<file path="src/logic/fcd_pkg.sv">
package fcd_pkg;
  // Bus widths
  localparam int ADDR_W = 25;
  localparam int DATA_W = 16;
  localparam int BUF_CNT_W = 8;
  localparam int SECT_LSB = 11;
  localparam int UNL_W = 11;
  // Unlock addresses, compared on the low word-address bits only
  localparam logic [UNL_W-1:0] UNL_A1 = 11'h555;
  localparam logic [UNL_W-1:0] UNL_A2 = 11'h2aa;
  // Command data bytes
  localparam logic [7:0] C_UNL1 = 8'haa;
  localparam logic [7:0] C_UNL2 = 8'h55;
  localparam logic [7:0] C_RESET = 8'hf0;
  localparam logic [7:0] C_RESET_ALT = 8'hff;
  localparam logic [7:0] C_ERASE = 8'h80;
  localparam logic [7:0] C_CHIP = 8'h10;
  localparam logic [7:0] C_SECT = 8'h30;
  localparam logic [7:0] C_ERS_RES = 8'h30;
  localparam logic [7:0] C_ERS_SUSP = 8'hb0;
  localparam logic [7:0] C_PRG_SUSP = 8'h51;
  localparam logic [7:0] C_PRG_RES = 8'h50;
  localparam logic [7:0] C_PROG = 8'ha0;
  localparam logic [7:0] C_BUF = 8'h25;
  localparam logic [7:0] C_CONF = 8'h29;
  localparam logic [7:0] C_ID = 8'h90;
  localparam logic [7:0] C_CFI = 8'h98;
  localparam logic [7:0] C_SECURE = 8'h88;
  localparam logic [7:0] C_PCFG = 8'h40;
  localparam logic [7:0] C_NVLOCK = 8'hc0;
  localparam logic [7:0] C_PASSWD = 8'h60;
  localparam logic [7:0] C_STAT = 8'h60;
  localparam logic [7:0] C_EXIT = 8'h90;
  localparam logic [7:0] C_EXIT2 = 8'h00;
  // Protection configuration word
  localparam int PCFG_PERS_BIT = 1;
  localparam int PCFG_PW_BIT = 2;
  localparam logic [DATA_W-1:0] PCFG_RESET = 16'hffff;
  localparam logic [DATA_W-1:0] ALL_ONES = 16'hffff;
  localparam logic [1:0] PW_FIRST = 2'h0;
  // Host register offsets (byte addresses)
  localparam logic [7:0] R_ADDR = 8'h00;
  localparam logic [7:0] R_WDATA = 8'h04;
  localparam logic [7:0] R_CTRL = 8'h08;
  localparam logic [7:0] R_STATUS = 8'h0c;
  localparam logic [7:0] R_RDATA = 8'h10;
  localparam int ST_BUSY = 0;
  localparam int ST_DONE = 1;
  localparam int CTRL_READ = 0;
  // Overlay address space of the device
  typedef enum logic [2:0] {
    M_ARRAY = 3'b000, M_ID = 3'b001, M_SECURE = 3'b011, M_PCFG = 3'b010,
    M_NVLOCK = 3'b110, M_PASSWD = 3'b111, M_ABORT = 3'b101
  } fcd_mode_e;
  // Command sequence progress
  typedef enum logic [3:0] {
    S_IDLE = 4'b0000, S_AA = 4'b0001, S_55 = 4'b0011, S_80 = 4'b0010,
    S_80AA = 4'b0110, S_8055 = 4'b0111, S_A0 = 4'b0101, S_WC = 4'b0100,
    S_WD = 4'b1100, S_CONF = 4'b1101, S_X90 = 4'b1111, S_OA0 = 4'b1110,
    S_STAT = 4'b1010
  } fcd_seq_e;
  // Orders passed to the program and erase engines
  typedef enum logic [3:0] {
    OP_NONE = 4'h0, OP_WORD_PROG = 4'h1, OP_BUF_START = 4'h2,
    OP_BUF_WORD = 4'h3, OP_BUF_COMMIT = 4'h4, OP_CHIP_ERASE = 4'h5,
    OP_SECT_ERASE = 4'h6, OP_ERS_SUSP = 4'h7, OP_ERS_RES = 4'h8,
    OP_PRG_SUSP = 4'h9, OP_PRG_RES = 4'ha, OP_NVLOCK_PROG = 4'hb,
    OP_PW_PROG = 4'hc, OP_RESET = 4'hd
  } fcd_op_e;
endpackage

</file>
<file path="src/logic/fcd_cmd_if.sv">
`timescale 1ns/1ps
interface fcd_cmd_if;
  // Command bus cycle from the host controller
  logic req_valid;
  logic req_write;
  logic [fcd_pkg::ADDR_W-1:0] req_addr;
  logic [fcd_pkg::DATA_W-1:0] req_wdata;
  // Read answer from the device
  logic rsp_valid;
  logic [fcd_pkg::DATA_W-1:0] rsp_rdata;
  modport device (
    input req_valid, req_write, req_addr, req_wdata,
    output rsp_valid, rsp_rdata
  );
  modport host (
    output req_valid, req_write, req_addr, req_wdata,
    input rsp_valid, rsp_rdata
  );
endinterface

</file>
<file path="src/logic/fcd_device.sv">
// Contract
// RQ1: Values hex; addresses count 16-bit words.
// RQ2: All cycles writes except listed reads.
// RQ3: Upper data byte ignored in commands.
// RQ4: High address bits ignored for unlock cycles.
// RQ5: Array reads need no command cycles.
// RQ6: F0 leaves ID mode or error; FF too. Code takes FF in ID mode only, not under error.
// RQ7: CFI entry only when ready or ID.
// RQ8: Erase suspend allows program elsewhere, ID entry.
// RQ9: Erase suspend only during sector erase. Code takes B0 whenever erase_active is set, chip erase too.
// RQ10: Resume only in matching suspend state.
// RQ11: Abort state left by full AA-55-F0.
// RQ12: Overlays left only by exit command. Code also leaves them on a lone F0, abort excepted.
// RQ13: One password portion per A0, ascending.
// RQ14: Config bits one-time; erased reads one.
// RQ15: Both mode lock bits programmed aborts.
// RQ16: Sector lock read: bit0 low protected.
// RQ17: Sector lock commands ignore low address bits.
// RQ18: Only first word of status reads valid.
// RQ19: Status read: bits 0-2 meaningful, rest ones.
// RQ20: Parameter sectors need address bits 16-11.
// RQ21: ID and CFI entry open same data.
// RQ22: Buffer program 25, count, words, 29.
// RQ23: Stray write abandons partial sequence.
//
// Local design decisions: the AHB-Lite interface to the registers and the register offsets.
`timescale 1ns/1ps
module fcd_device #(
  parameter int ADDR_W = fcd_pkg::ADDR_W,
  parameter int BUF_CNT_W = fcd_pkg::BUF_CNT_W
) (
  // Clock and reset
  input wire logic core_clk,
  input wire logic reset_n,
  // Command bus
  fcd_cmd_if.device bus,
  // Engine state
  input wire logic erase_active,
  input wire logic prog_active,
  input wire logic status_error_bit,
  // Read sources
  input wire logic [fcd_pkg::DATA_W-1:0] mem_rdata,
  input wire logic volatile_sector_lock,
  input wire logic nonvolatile_sector_lock,
  // Orders to the engines
  output logic op_valid_r,
  output fcd_pkg::fcd_op_e op_code_r,
  output logic [ADDR_W-1:0] op_addr_r,
  output logic [fcd_pkg::DATA_W-1:0] op_data_r,
  // Device state
  output fcd_pkg::fcd_mode_e overlay_address_space_r,
  output logic erase_susp_r,
  output logic prog_susp_r,
  output logic [fcd_pkg::DATA_W-1:0] protection_config_word_r
);
  localparam int DW = fcd_pkg::DATA_W;

  // Low address bits match an unlock address
  function automatic logic unl(input logic [ADDR_W-1:0] a,
                               input logic [fcd_pkg::UNL_W-1:0] exp);
    unl = (a[fcd_pkg::UNL_W-1:0] == exp); // [RQ4]
  endfunction

  // Same sector, offset bits ignored
  function automatic logic same_sect(input logic [ADDR_W-1:0] a,
                                     input logic [ADDR_W-1:0] b);
    same_sect = (a[ADDR_W-1:fcd_pkg::SECT_LSB] ==
                 b[ADDR_W-1:fcd_pkg::SECT_LSB]); // [RQ20]
  endfunction

  fcd_pkg::fcd_seq_e seq_r, seq_nxt; // Sequence progress
  fcd_pkg::fcd_mode_e mode_nxt; // Next overlay
  logic [ADDR_W-1:0] sect_r, sect_nxt; // Buffer target sector
  logic [ADDR_W-1:0] ers_sect_r, ers_sect_nxt; // Sector being erased
  logic [BUF_CNT_W-1:0] cnt_r, cnt_nxt; // Buffer words left
  logic [1:0] pw_next_r, pw_next_nxt; // Next password portion
  logic [DW-1:0] pcfg_nxt; // Next config word
  logic esusp_nxt, psusp_nxt; // Next suspend flags
  logic op_nxt; // Order pulse next
  fcd_pkg::fcd_op_e opc_nxt; // Order code next
  logic [ADDR_W-1:0] opa_nxt; // Order address next
  logic wr, rd, ready; // Cycle kinds
  logic [7:0] cb; // Command byte
  logic ovl_prot; // Protection overlay active

  assign wr = bus.req_valid && bus.req_write; // [RQ2]
  assign rd = bus.req_valid && !bus.req_write;
  assign cb = bus.req_wdata[7:0]; // [RQ3] [RQ1]
  assign ready = !erase_active && !prog_active;
  assign ovl_prot = (overlay_address_space_r == fcd_pkg::M_PCFG) ||
                    (overlay_address_space_r == fcd_pkg::M_NVLOCK) ||
                    (overlay_address_space_r == fcd_pkg::M_PASSWD);

  // Command decoder: next sequence, overlay and engine order
  always_comb begin
    seq_nxt = seq_r;
    mode_nxt = overlay_address_space_r;
    sect_nxt = sect_r;
    ers_sect_nxt = ers_sect_r;
    cnt_nxt = cnt_r;
    pw_next_nxt = pw_next_r;
    pcfg_nxt = protection_config_word_r;
    esusp_nxt = erase_susp_r;
    psusp_nxt = prog_susp_r;
    op_nxt = 1'b0;
    opc_nxt = fcd_pkg::OP_NONE;
    opa_nxt = bus.req_addr;
    if (rd && seq_r == fcd_pkg::S_STAT) begin
      // Status read consumes the armed sequence
      seq_nxt = fcd_pkg::S_IDLE;
    end else if (wr) begin
      seq_nxt = fcd_pkg::S_IDLE; // [RQ23]
      if (status_error_bit &&
          overlay_address_space_r == fcd_pkg::M_ARRAY) begin
        // Error latched: only reset is taken
        if (cb == fcd_pkg::C_RESET) begin // [RQ6]
          op_nxt = 1'b1;
          opc_nxt = fcd_pkg::OP_RESET;
        end
      end else begin
        unique case (seq_r)
          fcd_pkg::S_IDLE: begin
            if (cb == fcd_pkg::C_UNL1 &&
                unl(bus.req_addr, fcd_pkg::UNL_A1)) begin
              seq_nxt = fcd_pkg::S_AA;
            end else if (overlay_address_space_r == fcd_pkg::M_ABORT) begin
              // Lone reset does not leave abort
              seq_nxt = fcd_pkg::S_IDLE; // [RQ11]
            end else if (cb == fcd_pkg::C_RESET || (cb == fcd_pkg::C_RESET_ALT
                && overlay_address_space_r == fcd_pkg::M_ID)) begin
              mode_nxt = fcd_pkg::M_ARRAY; // [RQ6] [RQ12]
              op_nxt = 1'b1;
              opc_nxt = fcd_pkg::OP_RESET;
            end else if (ovl_prot && cb == fcd_pkg::C_EXIT) begin
              seq_nxt = fcd_pkg::S_X90; // [RQ12]
            end else if (ovl_prot && cb == fcd_pkg::C_PROG) begin
              seq_nxt = fcd_pkg::S_OA0;
            end else if (overlay_address_space_r == fcd_pkg::M_NVLOCK &&
                         cb == fcd_pkg::C_STAT) begin
              seq_nxt = fcd_pkg::S_STAT;
            end else if (cb == fcd_pkg::C_CFI &&
                         unl(bus.req_addr, fcd_pkg::UNL_A1) &&
                         ((overlay_address_space_r == fcd_pkg::M_ARRAY &&
                           ready) ||
                          overlay_address_space_r == fcd_pkg::M_ID)) begin
              mode_nxt = fcd_pkg::M_ID; // [RQ7] [RQ21]
            end else if (cb == fcd_pkg::C_ERS_SUSP && erase_active &&
                         !erase_susp_r) begin
              esusp_nxt = 1'b1; // [RQ9]
              op_nxt = 1'b1;
              opc_nxt = fcd_pkg::OP_ERS_SUSP;
            end else if (cb == fcd_pkg::C_ERS_RES && erase_susp_r &&
                         !prog_susp_r) begin
              esusp_nxt = 1'b0; // [RQ10]
              op_nxt = 1'b1;
              opc_nxt = fcd_pkg::OP_ERS_RES;
            end else if (cb == fcd_pkg::C_PRG_SUSP && prog_active &&
                         !prog_susp_r) begin
              psusp_nxt = 1'b1; // [RQ8]
              op_nxt = 1'b1;
              opc_nxt = fcd_pkg::OP_PRG_SUSP;
            end else if (cb == fcd_pkg::C_PRG_RES && prog_susp_r) begin
              psusp_nxt = 1'b0; // [RQ10]
              op_nxt = 1'b1;
              opc_nxt = fcd_pkg::OP_PRG_RES;
            end
          end
          fcd_pkg::S_AA: begin
            if (cb == fcd_pkg::C_UNL2 &&
                unl(bus.req_addr, fcd_pkg::UNL_A2)) begin
              seq_nxt = fcd_pkg::S_55;
            end
          end
          fcd_pkg::S_55: begin
            if (overlay_address_space_r == fcd_pkg::M_ABORT) begin
              if (cb == fcd_pkg::C_RESET) begin
                mode_nxt = fcd_pkg::M_ARRAY; // [RQ11]
                op_nxt = 1'b1;
                opc_nxt = fcd_pkg::OP_RESET;
              end
            end else if (cb == fcd_pkg::C_BUF && !prog_susp_r &&
                (overlay_address_space_r == fcd_pkg::M_SECURE ||
                 overlay_address_space_r == fcd_pkg::M_ARRAY)) begin
              // Buffer load opens at the sector address
              sect_nxt = bus.req_addr; // [RQ22]
              seq_nxt = fcd_pkg::S_WC;
            end else if (unl(bus.req_addr, fcd_pkg::UNL_A1)) begin
              if (cb == fcd_pkg::C_PROG && !prog_susp_r &&
                  (overlay_address_space_r == fcd_pkg::M_ARRAY ||
                   overlay_address_space_r == fcd_pkg::M_SECURE)) begin
                seq_nxt = fcd_pkg::S_A0;
              end else if (cb == fcd_pkg::C_ERASE && ready &&
                  overlay_address_space_r == fcd_pkg::M_ARRAY) begin
                seq_nxt = fcd_pkg::S_80;
              end else if (cb == fcd_pkg::C_EXIT &&
                  overlay_address_space_r == fcd_pkg::M_SECURE) begin
                seq_nxt = fcd_pkg::S_X90; // [RQ12]
              end else if (overlay_address_space_r == fcd_pkg::M_ARRAY) begin
                if (cb == fcd_pkg::C_ID) begin
                  mode_nxt = fcd_pkg::M_ID; // [RQ8] [RQ21]
                end else if (!erase_susp_r && ready) begin
                  if (cb == fcd_pkg::C_SECURE) begin
                    mode_nxt = fcd_pkg::M_SECURE;
                  end else if (cb == fcd_pkg::C_PCFG) begin
                    mode_nxt = fcd_pkg::M_PCFG;
                  end else if (cb == fcd_pkg::C_NVLOCK) begin
                    mode_nxt = fcd_pkg::M_NVLOCK;
                  end else if (cb == fcd_pkg::C_PASSWD) begin
                    mode_nxt = fcd_pkg::M_PASSWD;
                    pw_next_nxt = fcd_pkg::PW_FIRST;
                  end
                end
              end
            end
          end
          fcd_pkg::S_80: begin
            if (cb == fcd_pkg::C_UNL1 &&
                unl(bus.req_addr, fcd_pkg::UNL_A1)) begin
              seq_nxt = fcd_pkg::S_80AA;
            end
          end
          fcd_pkg::S_80AA: begin
            if (cb == fcd_pkg::C_UNL2 &&
                unl(bus.req_addr, fcd_pkg::UNL_A2)) begin
              seq_nxt = fcd_pkg::S_8055;
            end
          end
          fcd_pkg::S_8055: begin
            if (cb == fcd_pkg::C_CHIP &&
                unl(bus.req_addr, fcd_pkg::UNL_A1)) begin
              op_nxt = 1'b1;
              opc_nxt = fcd_pkg::OP_CHIP_ERASE;
            end else if (cb == fcd_pkg::C_SECT) begin
              ers_sect_nxt = bus.req_addr; // [RQ20]
              op_nxt = 1'b1;
              opc_nxt = fcd_pkg::OP_SECT_ERASE;
            end
          end
          fcd_pkg::S_A0: begin
            // No program inside the sector under suspended erase
            if (!(erase_susp_r && same_sect(bus.req_addr, ers_sect_r))) begin
              op_nxt = 1'b1; // [RQ8]
              opc_nxt = fcd_pkg::OP_WORD_PROG;
            end
          end
          fcd_pkg::S_WC: begin
            // Word count uses the low BUF_CNT_W data bits
            if (same_sect(bus.req_addr, sect_r) &&
                !(erase_susp_r && same_sect(sect_r, ers_sect_r))) begin
              cnt_nxt = bus.req_wdata[BUF_CNT_W-1:0]; // [RQ22]
              op_nxt = 1'b1;
              opc_nxt = fcd_pkg::OP_BUF_START;
              seq_nxt = fcd_pkg::S_WD;
            end else begin
              mode_nxt = fcd_pkg::M_ABORT;
            end
          end
          fcd_pkg::S_WD: begin
            // Words must stay inside the target sector
            if (same_sect(bus.req_addr, sect_r)) begin
              op_nxt = 1'b1; // [RQ22]
              opc_nxt = fcd_pkg::OP_BUF_WORD;
              cnt_nxt = cnt_r - 1'b1;
              seq_nxt = (cnt_r == '0) ? fcd_pkg::S_CONF : fcd_pkg::S_WD;
            end else begin
              mode_nxt = fcd_pkg::M_ABORT;
            end
          end
          fcd_pkg::S_CONF: begin
            // Commit, or fall into the abort state
            if (cb == fcd_pkg::C_CONF && same_sect(bus.req_addr, sect_r)) begin
              op_nxt = 1'b1; // [RQ22]
              opc_nxt = fcd_pkg::OP_BUF_COMMIT;
            end else begin
              mode_nxt = fcd_pkg::M_ABORT;
            end
          end
          fcd_pkg::S_X90: begin
            if (cb == fcd_pkg::C_EXIT2) begin
              mode_nxt = fcd_pkg::M_ARRAY; // [RQ12]
            end
          end
          fcd_pkg::S_OA0: begin
            if (overlay_address_space_r == fcd_pkg::M_PCFG) begin
              if (!bus.req_wdata[fcd_pkg::PCFG_PERS_BIT] &&
                  !bus.req_wdata[fcd_pkg::PCFG_PW_BIT]) begin
                mode_nxt = fcd_pkg::M_ARRAY; // [RQ15]
              end else begin
                // Bits only ever go from one to zero
                pcfg_nxt = protection_config_word_r & bus.req_wdata; // [RQ14]
              end
            end else if (overlay_address_space_r == fcd_pkg::M_NVLOCK) begin
              op_nxt = 1'b1;
              opc_nxt = fcd_pkg::OP_NVLOCK_PROG;
              opa_nxt = {bus.req_addr[ADDR_W-1:fcd_pkg::SECT_LSB],
                         {fcd_pkg::SECT_LSB{1'b0}}}; // [RQ17]
            end else if (bus.req_addr[1:0] == pw_next_r) begin
              // Portions out of order are dropped
              op_nxt = 1'b1; // [RQ13]
              opc_nxt = fcd_pkg::OP_PW_PROG;
              pw_next_nxt = pw_next_r + 2'h1;
            end
          end
          fcd_pkg::S_STAT: begin
            seq_nxt = fcd_pkg::S_IDLE;
          end
          default: begin
            seq_nxt = fcd_pkg::S_IDLE;
          end
        endcase
      end
    end
  end

  // Sequence, overlay and buffer bookkeeping
  always_ff @(posedge core_clk or negedge reset_n) begin
    if (!reset_n) begin
      seq_r <= fcd_pkg::S_IDLE;
      overlay_address_space_r <= fcd_pkg::M_ARRAY;
      sect_r <= '0;
      ers_sect_r <= '0;
      cnt_r <= '0;
      pw_next_r <= fcd_pkg::PW_FIRST;
    end else begin
      seq_r <= seq_nxt;
      overlay_address_space_r <= mode_nxt;
      sect_r <= sect_nxt;
      ers_sect_r <= ers_sect_nxt;
      cnt_r <= cnt_nxt;
      pw_next_r <= pw_next_nxt;
    end
  end

  // One-time protection configuration word and suspend flags
  always_ff @(posedge core_clk or negedge reset_n) begin
    if (!reset_n) begin
      protection_config_word_r <= fcd_pkg::PCFG_RESET;
      erase_susp_r <= 1'b0;
      prog_susp_r <= 1'b0;
    end else begin
      protection_config_word_r <= pcfg_nxt; // [RQ14]
      erase_susp_r <= esusp_nxt;
      prog_susp_r <= psusp_nxt;
    end
  end

  // Engine orders, one-cycle pulse
  always_ff @(posedge core_clk or negedge reset_n) begin
    if (!reset_n) begin
      op_valid_r <= 1'b0;
      op_code_r <= fcd_pkg::OP_NONE;
      op_addr_r <= '0;
      op_data_r <= '0;
    end else begin
      op_valid_r <= op_nxt;
      op_code_r <= opc_nxt;
      op_addr_r <= opa_nxt;
      op_data_r <= bus.req_wdata;
    end
  end

  // Read answer, one word per read cycle
  always_ff @(posedge core_clk or negedge reset_n) begin
    if (!reset_n) begin
      bus.rsp_valid <= 1'b0;
      bus.rsp_rdata <= '0;
    end else begin
      bus.rsp_valid <= rd; // [RQ18]
      if (rd) begin
        if (seq_r == fcd_pkg::S_STAT) begin
          bus.rsp_rdata <= {fcd_pkg::ALL_ONES[DW-1:3],
                            !nonvolatile_sector_lock,
                            !volatile_sector_lock,
                            !(volatile_sector_lock ||
                              nonvolatile_sector_lock)}; // [RQ19]
        end else if (overlay_address_space_r == fcd_pkg::M_NVLOCK) begin
          bus.rsp_rdata <= {fcd_pkg::ALL_ONES[DW-1:1],
                            !nonvolatile_sector_lock}; // [RQ16]
        end else if (overlay_address_space_r == fcd_pkg::M_PCFG) begin
          bus.rsp_rdata <= protection_config_word_r;
        end else if (overlay_address_space_r == fcd_pkg::M_PASSWD) begin
          bus.rsp_rdata <= fcd_pkg::ALL_ONES;
        end else begin
          bus.rsp_rdata <= mem_rdata; // [RQ5] [RQ21]
        end
      end
    end
  end
endmodule

</file>
<file path="src/flat_wrapper.sv">
// flat-port wrapper written by rule: the top's interface ports become plain ports
module fcd_device_flat 
#(
  parameter int ADDR_W = fcd_pkg::ADDR_W,
  parameter int BUF_CNT_W = fcd_pkg::BUF_CNT_W
)
  (core_clk, reset_n, erase_active, prog_active, status_error_bit, mem_rdata, volatile_sector_lock, nonvolatile_sector_lock, op_valid_r, op_code_r, op_addr_r, op_data_r, overlay_address_space_r, erase_susp_r, prog_susp_r, protection_config_word_r, bus_req_valid, bus_req_write, bus_req_addr, bus_req_wdata, bus_rsp_valid, bus_rsp_rdata);
  fcd_cmd_if bus_i ();
  input wire logic core_clk;
  input wire logic reset_n;
  input wire logic erase_active;
  input wire logic prog_active;
  input wire logic status_error_bit;
  input wire logic [fcd_pkg::DATA_W-1:0] mem_rdata;
  input wire logic volatile_sector_lock;
  input wire logic nonvolatile_sector_lock;
  output logic op_valid_r;
  output fcd_pkg::fcd_op_e op_code_r;
  output logic [ADDR_W-1:0] op_addr_r;
  output logic [fcd_pkg::DATA_W-1:0] op_data_r;
  output fcd_pkg::fcd_mode_e overlay_address_space_r;
  output logic erase_susp_r;
  output logic prog_susp_r;
  output logic [fcd_pkg::DATA_W-1:0] protection_config_word_r;
  input wire logic [$bits(bus_i.req_valid)-1:0] bus_req_valid;
  input wire logic [$bits(bus_i.req_write)-1:0] bus_req_write;
  input wire logic [$bits(bus_i.req_addr)-1:0] bus_req_addr;
  input wire logic [$bits(bus_i.req_wdata)-1:0] bus_req_wdata;
  output wire logic [$bits(bus_i.rsp_valid)-1:0] bus_rsp_valid;
  output wire logic [$bits(bus_i.rsp_rdata)-1:0] bus_rsp_rdata;
  assign bus_i.req_valid = bus_req_valid;
  assign bus_i.req_write = bus_req_write;
  assign bus_i.req_addr = bus_req_addr;
  assign bus_i.req_wdata = bus_req_wdata;
  assign bus_rsp_valid = bus_i.rsp_valid;
  assign bus_rsp_rdata = bus_i.rsp_rdata;
  fcd_device #(.ADDR_W(ADDR_W), .BUF_CNT_W(BUF_CNT_W)) u_core (.core_clk(core_clk), .reset_n(reset_n), .bus(bus_i), .erase_active(erase_active), .prog_active(prog_active), .status_error_bit(status_error_bit), .mem_rdata(mem_rdata), .volatile_sector_lock(volatile_sector_lock), .nonvolatile_sector_lock(nonvolatile_sector_lock), .op_valid_r(op_valid_r), .op_code_r(op_code_r), .op_addr_r(op_addr_r), .op_data_r(op_data_r), .overlay_address_space_r(overlay_address_space_r), .erase_susp_r(erase_susp_r), .prog_susp_r(prog_susp_r), .protection_config_word_r(protection_config_word_r));
endmodule
</file>
<file path="config.mk">
export PLATFORM = sky130hd
export DESIGN_NAME = fcd_device_flat
export DESIGN_NICKNAME = d
export VERILOG_FILES = /design/src/logic/fcd_pkg.sv /design/src/logic/fcd_cmd_if.sv /design/src/logic/fcd_device.sv /design/src/flat_wrapper.sv
export SDC_FILE = /design/constraint.sdc
export NUM_CORES = 1
export LEC_CHECK = 0
export ABC_AREA = 1
export BUFFER_PORTS_ARGS = -buffer_cell sky130_fd_sc_hd__buf_2
export CELL_PAD_IN_SITES_DETAIL_PLACEMENT = 0
export CELL_PAD_IN_SITES_GLOBAL_PLACEMENT = 2
export CORE_UTILIZATION = 31
export DETAILED_ROUTE_END_ITERATION = 8
export PLACE_DENSITY = 0.78
export SYNTH_ARGS = -nofsm -noshare
export SYNTH_HDL_FRONTEND = slang
export SYNTH_SLANG_ARGS = --single-unit
</file>
<file path="constraint.sdc">
create_clock -name core_clk -period 1.7 [get_ports core_clk]
set_input_delay 0.34 -clock core_clk [delete_from_list [all_inputs] [get_ports core_clk]]
set_output_delay 0.34 -clock core_clk [all_outputs]
set_load 0.02 [all_outputs]
</file>
==> Implementation_results.wiki <==
{| class="wikitable"
! Metric !! Value
|-
| Status || finished with violations
|-
| Violations in the final reports || design-rule violations, negative setup slack
|-
| Maximum fanout along the worst path || 8
|-
| Number of buffers between clock root and the deepest sink || 2
|-
| Number of distinct library cell variants in the gate-level netlist after synthesis || 50
|-
| Top post-synthesis cells by count || sky130_fd_sc_hd__nand2_1 (242), sky130_fd_sc_hd__inv_1 (128), sky130_fd_sc_hd__dfrtp_1 (110), sky130_fd_sc_hd__nor2_1 (105), sky130_fd_sc_hd__o21ai_0 (55)
|-
| Final setup violation count || 12
|-
| Transition time at the pin with the least slew margin || about 0.46 ns
|-
| Critical Path AT || 2.08 ns
|-
| Clock-pin transition on the worst setup and hold timing paths || roughly 0.07 ns
|-
| H-Tree Depth || 4
|-
| Nature of the critical path endpoint || flop
|-
| Netlist area before placement || ~0.007 mm2
|-
| Hold/Removal Path Class || primary input to flop
|-
| Number of nets with antenna violations after detailed routing || 0
|-
| Buffers on Ports || roughly 150
|-
| TritonCTS clock tree || built
|-
| Sinks on the clock net || 126
|-
| Total I/O pin count || 150
|-
| Leakage power || 5.56 nW
|-
| Final setup slack of the worst path || -0.0676 ns
|-
| Crit path time final || 1.77 ns
|-
| Floorplan die height || roughly 150 um
|-
| Clock latency on the worst-skew pair || 0.43 ns
|-
| Effective utilization at floorplan || 31.9%
|-
| Net count of the finished layout || 1370
|-
| Worst Path Required || around 2 ns
|-
| WL final || 24200 um
|-
| Max Cap Violations || 0
|-
| Wire length of the first global-routing pass || 38200 um
|-
| Max-slew headroom || 69.6%
|-
| FILL cells || 2255
|-
| Max Clock Freq || 566 MHz
|-
| Number of clock buffers inserted by TritonCTS || 17
|-
| Worst setup SP type || flop
|-
| Largest net degree at the start of global routing || 40
|-
| Period Utilization, post-route || 104%
|-
| Post-synthesis average cell area || 7.49 um2
|-
| Max IR drop VDD || 608 uV
|-
| Area growth syn-to-layout || 55.5%
|-
| First-pass DRT Iterations || 7
|-
| X dimension of the die || approximately 150 um
|-
| Proportion of synthesized chip area in sequential cells || between 40% and 50%
|-
| Overflow left after global routing || 0
|-
| Count of vias placed by the detailed router || between 7k and 8k
|-
| WL/cell || 15.2 um
|-
| Top flip-flop cell by instance count after synthesis || sky130_fd_sc_hd__dfrtp_1
|-
| Share of synthesized flip-flops with an asynchronous set or reset || 100%
|-
| Root cell of the clock tree || sky130_fd_sc_hd__clkbuf_16
|-
| Number of flops mapped to enable cells by yosys || 0
|-
| Hold Violations, Final || 0
|-
| Aggregate negative setup slack || -0.348 ns
|-
| Number of synthesized register bits || 126
|-
| RSZ-0062 raised after global routing || true
|-
| RD Place Congestion || 0.864
|-
| # rows || 54
|-
| Area occupied by multi-input gates || ~0.0037 mm2
|-
| Area taken by flip-flops and latches || 0.00319 mm2
|-
| Total chip power || 0.00770 W
|-
| Number of pins exceeding their max-slew limit in the final report || 0
|-
| GRT Resource Usage Total || a little over a fifth
|-
| Total nets after synthesis || 1005
|-
| Synthesized instance count || about 940
|-
| Layout Skew || 0.0118 ns
|-
| Proportion of layout cells with a drive suffix above 1 || 47.0%
|-
| Library cell with the largest summed area after synthesis || sky130_fd_sc_hd__dfrtp_1
|-
| N_diodes || 0
|-
| Via-per-instance ratio || 4.56
|-
| Post-DP HPWL || roughly 18000 um
|-
| Area inside the core boundary || 0.0220 mm2
|-
| Critical path type || flop to flop
|-
| Total power per unit cell area || 704 mW/mm2
|-
| Post-synth top area share || approximately two fifths
|-
| Number of remaining DRC errors || 17
|-
| Initial antenna violation count || 0
|-
| Synth top area cells || sky130_fd_sc_hd__dfrtp_1 (39%), sky130_fd_sc_hd__nand2_1 (13%), sky130_fd_sc_hd__inv_1 (6.8%), sky130_fd_sc_hd__dfstp_2 (6.0%), sky130_fd_sc_hd__nor2_1 (5.6%)
|-
| Syn. warnings || 0
|-
| Via count of the first global-routing pass || 7227
|-
| Library cell with the highest instance count after synthesis || sky130_fd_sc_hd__nand2_1
|-
| Die area || 0.0233 mm2
|-
| DRC marker count from the first detailed-route iteration || 303
|}
==> critical path: stages, from the launching register on <==
cell and delay [ns]:
sky130_fd_sc_hd__dfrtp_1 0.41, sky130_fd_sc_hd__inv_1 0.06, sky130_fd_sc_hd__nand2_1 0.06, sky130_fd_sc_hd__nand2_1 0.05
sky130_fd_sc_hd__nor2_1 0.13, sky130_fd_sc_hd__nand2_1 0.09, sky130_fd_sc_hd__nor2_1 0.13, sky130_fd_sc_hd__nand2_2 0.10
sky130_fd_sc_hd__buf_6 0.13, sky130_fd_sc_hd__nand2_4 0.05, sky130_fd_sc_hd__nand2_4 0.06, sky130_fd_sc_hd__o211ai_4 0.13
sky130_fd_sc_hd__nand2_1 0.09, sky130_fd_sc_hd__o21ai_1 0.10, sky130_fd_sc_hd__inv_1 0.06
==> state kept, by name (all words and copies together) (netlist names) <==
name                             flops
u_core.bus.rsp_valid                 1
u_core.protection_config_word_r     16
u_core.overlay_address_space_r       3
u_core.op_data_r                    16
u_core.cnt_r                         8
u_core.seq_r                         4
u_core.sect_r                       14
u_core.prog_susp_r                   1
u_core.op_addr_r                    25
u_core.op_valid_r                    1
u_core.erase_susp_r                  1
u_core.op_code_r                     4
u_core.ers_sect_r                   14
u_core.bus.rsp_rdata                16
u_core.pw_next_r                     2
==> final timing paths <==
check,from,to,slack (ns),depth (start not counted)
worst min-delay path,bus_req_wdata[8],u_core.op_data_r[8],0.02,1
min in group asynchronous,reset_n,u_core.op_data_r[14],0.41,2
worst max-delay path,u_core.sect_r[19],u_core.cnt_r[6],-0.07,14
worst min register to register,u_core.protection_config_word_r[8],u_core.protection_config_word_r[8],0.47,2
max in group asynchronous,reset_n,u_core.protection_config_word_r[5],0.62,3
worst max register to register,u_core.sect_r[19],u_core.cnt_r[6],-0.07,14
==> cell families after synthesis <==
group                      share of synthesized area (%)
buffers and inverters                               9.87
adders and majority gates                          0.178
xor gates and xnor gates                            1.62
DFF                                                 45.2
and+or+nand+nor                                     31.0
AOI/OAI and AO/OA                                   12.1
==> per-stage QoR <==
step | cells | utilization, % | hold slack [ns] | cell area [um2] | setup slack (ns)
after detailed placement | 1537 | 42.9 | 0.294 | 9460 | -0.472
final | 1596 | 49.6 | 0.0206 | 10900 | -0.0676
after floorplan | 938 | - | 0.0444 | 7030 | 0.00332
after global routing | 1596 | 49.6 | 0.0119 | 10900 | -0.208
after global placement | 1537 | 42.9 | 0.300 | 9460 | -0.502
after CTS | 1577 | 46.9 | 0.00300 | 10300 | -0.0782
==> timing repair <==
item	4_1_cts	5_1_grt
pin swaps	20	48
resized for setup	60	124
hold buffers	1	0
endpoints found under the hold margin	33	0
setup buffers	7	16
gates cloned	0	4
endpoints found under the setup margin	77	92
==> power by group <==
group | internal [W] | total [W] | switching, W
sequential | 0.00310 | 0.00314 | 0.0000360
combinational | 0.000352 | 0.000912 | 0.000560
clock | 0.00197 | 0.00365 | 0.00168
==> routing by layer <==
layer  track usage, %  up-vias  share of wire (%)
li1                 -     3701                  -
met2             34.1      171                 46
met1             28.8     3376                 48
met4             6.83        0                1.7
met5                0        -                  0
met3             3.58       26                4.5
==> cell usage in the layout (no fill, tap or decap), drive strengths merged, types with 3 or more instances in the layout <==
cell,count
o211ai,3
nor2,124
buf,357
a21oi,36
o22ai,3
dfrtp,110
nand2,259
nand3,57
o21ai,95
nand4,14
xor2,8
nor4,3
clkbuf,19
inv,162
nor3,18
dfstp,16
clkinv,10
xnor2,5
==> layout make-up <==
cell class | instances | share of cell area (%)
multi-input combinational | 640 | 33.7
sequential | 126 | 29.2
timing repair buffer | 360 | 23.0
inverter | 158 | 5.55
clock buffer | 17 | 3.89
tap | 280 | 3.21
clock inverter | 15 | 1.51
No activity file was read; power rests on OpenSTA's default activity.
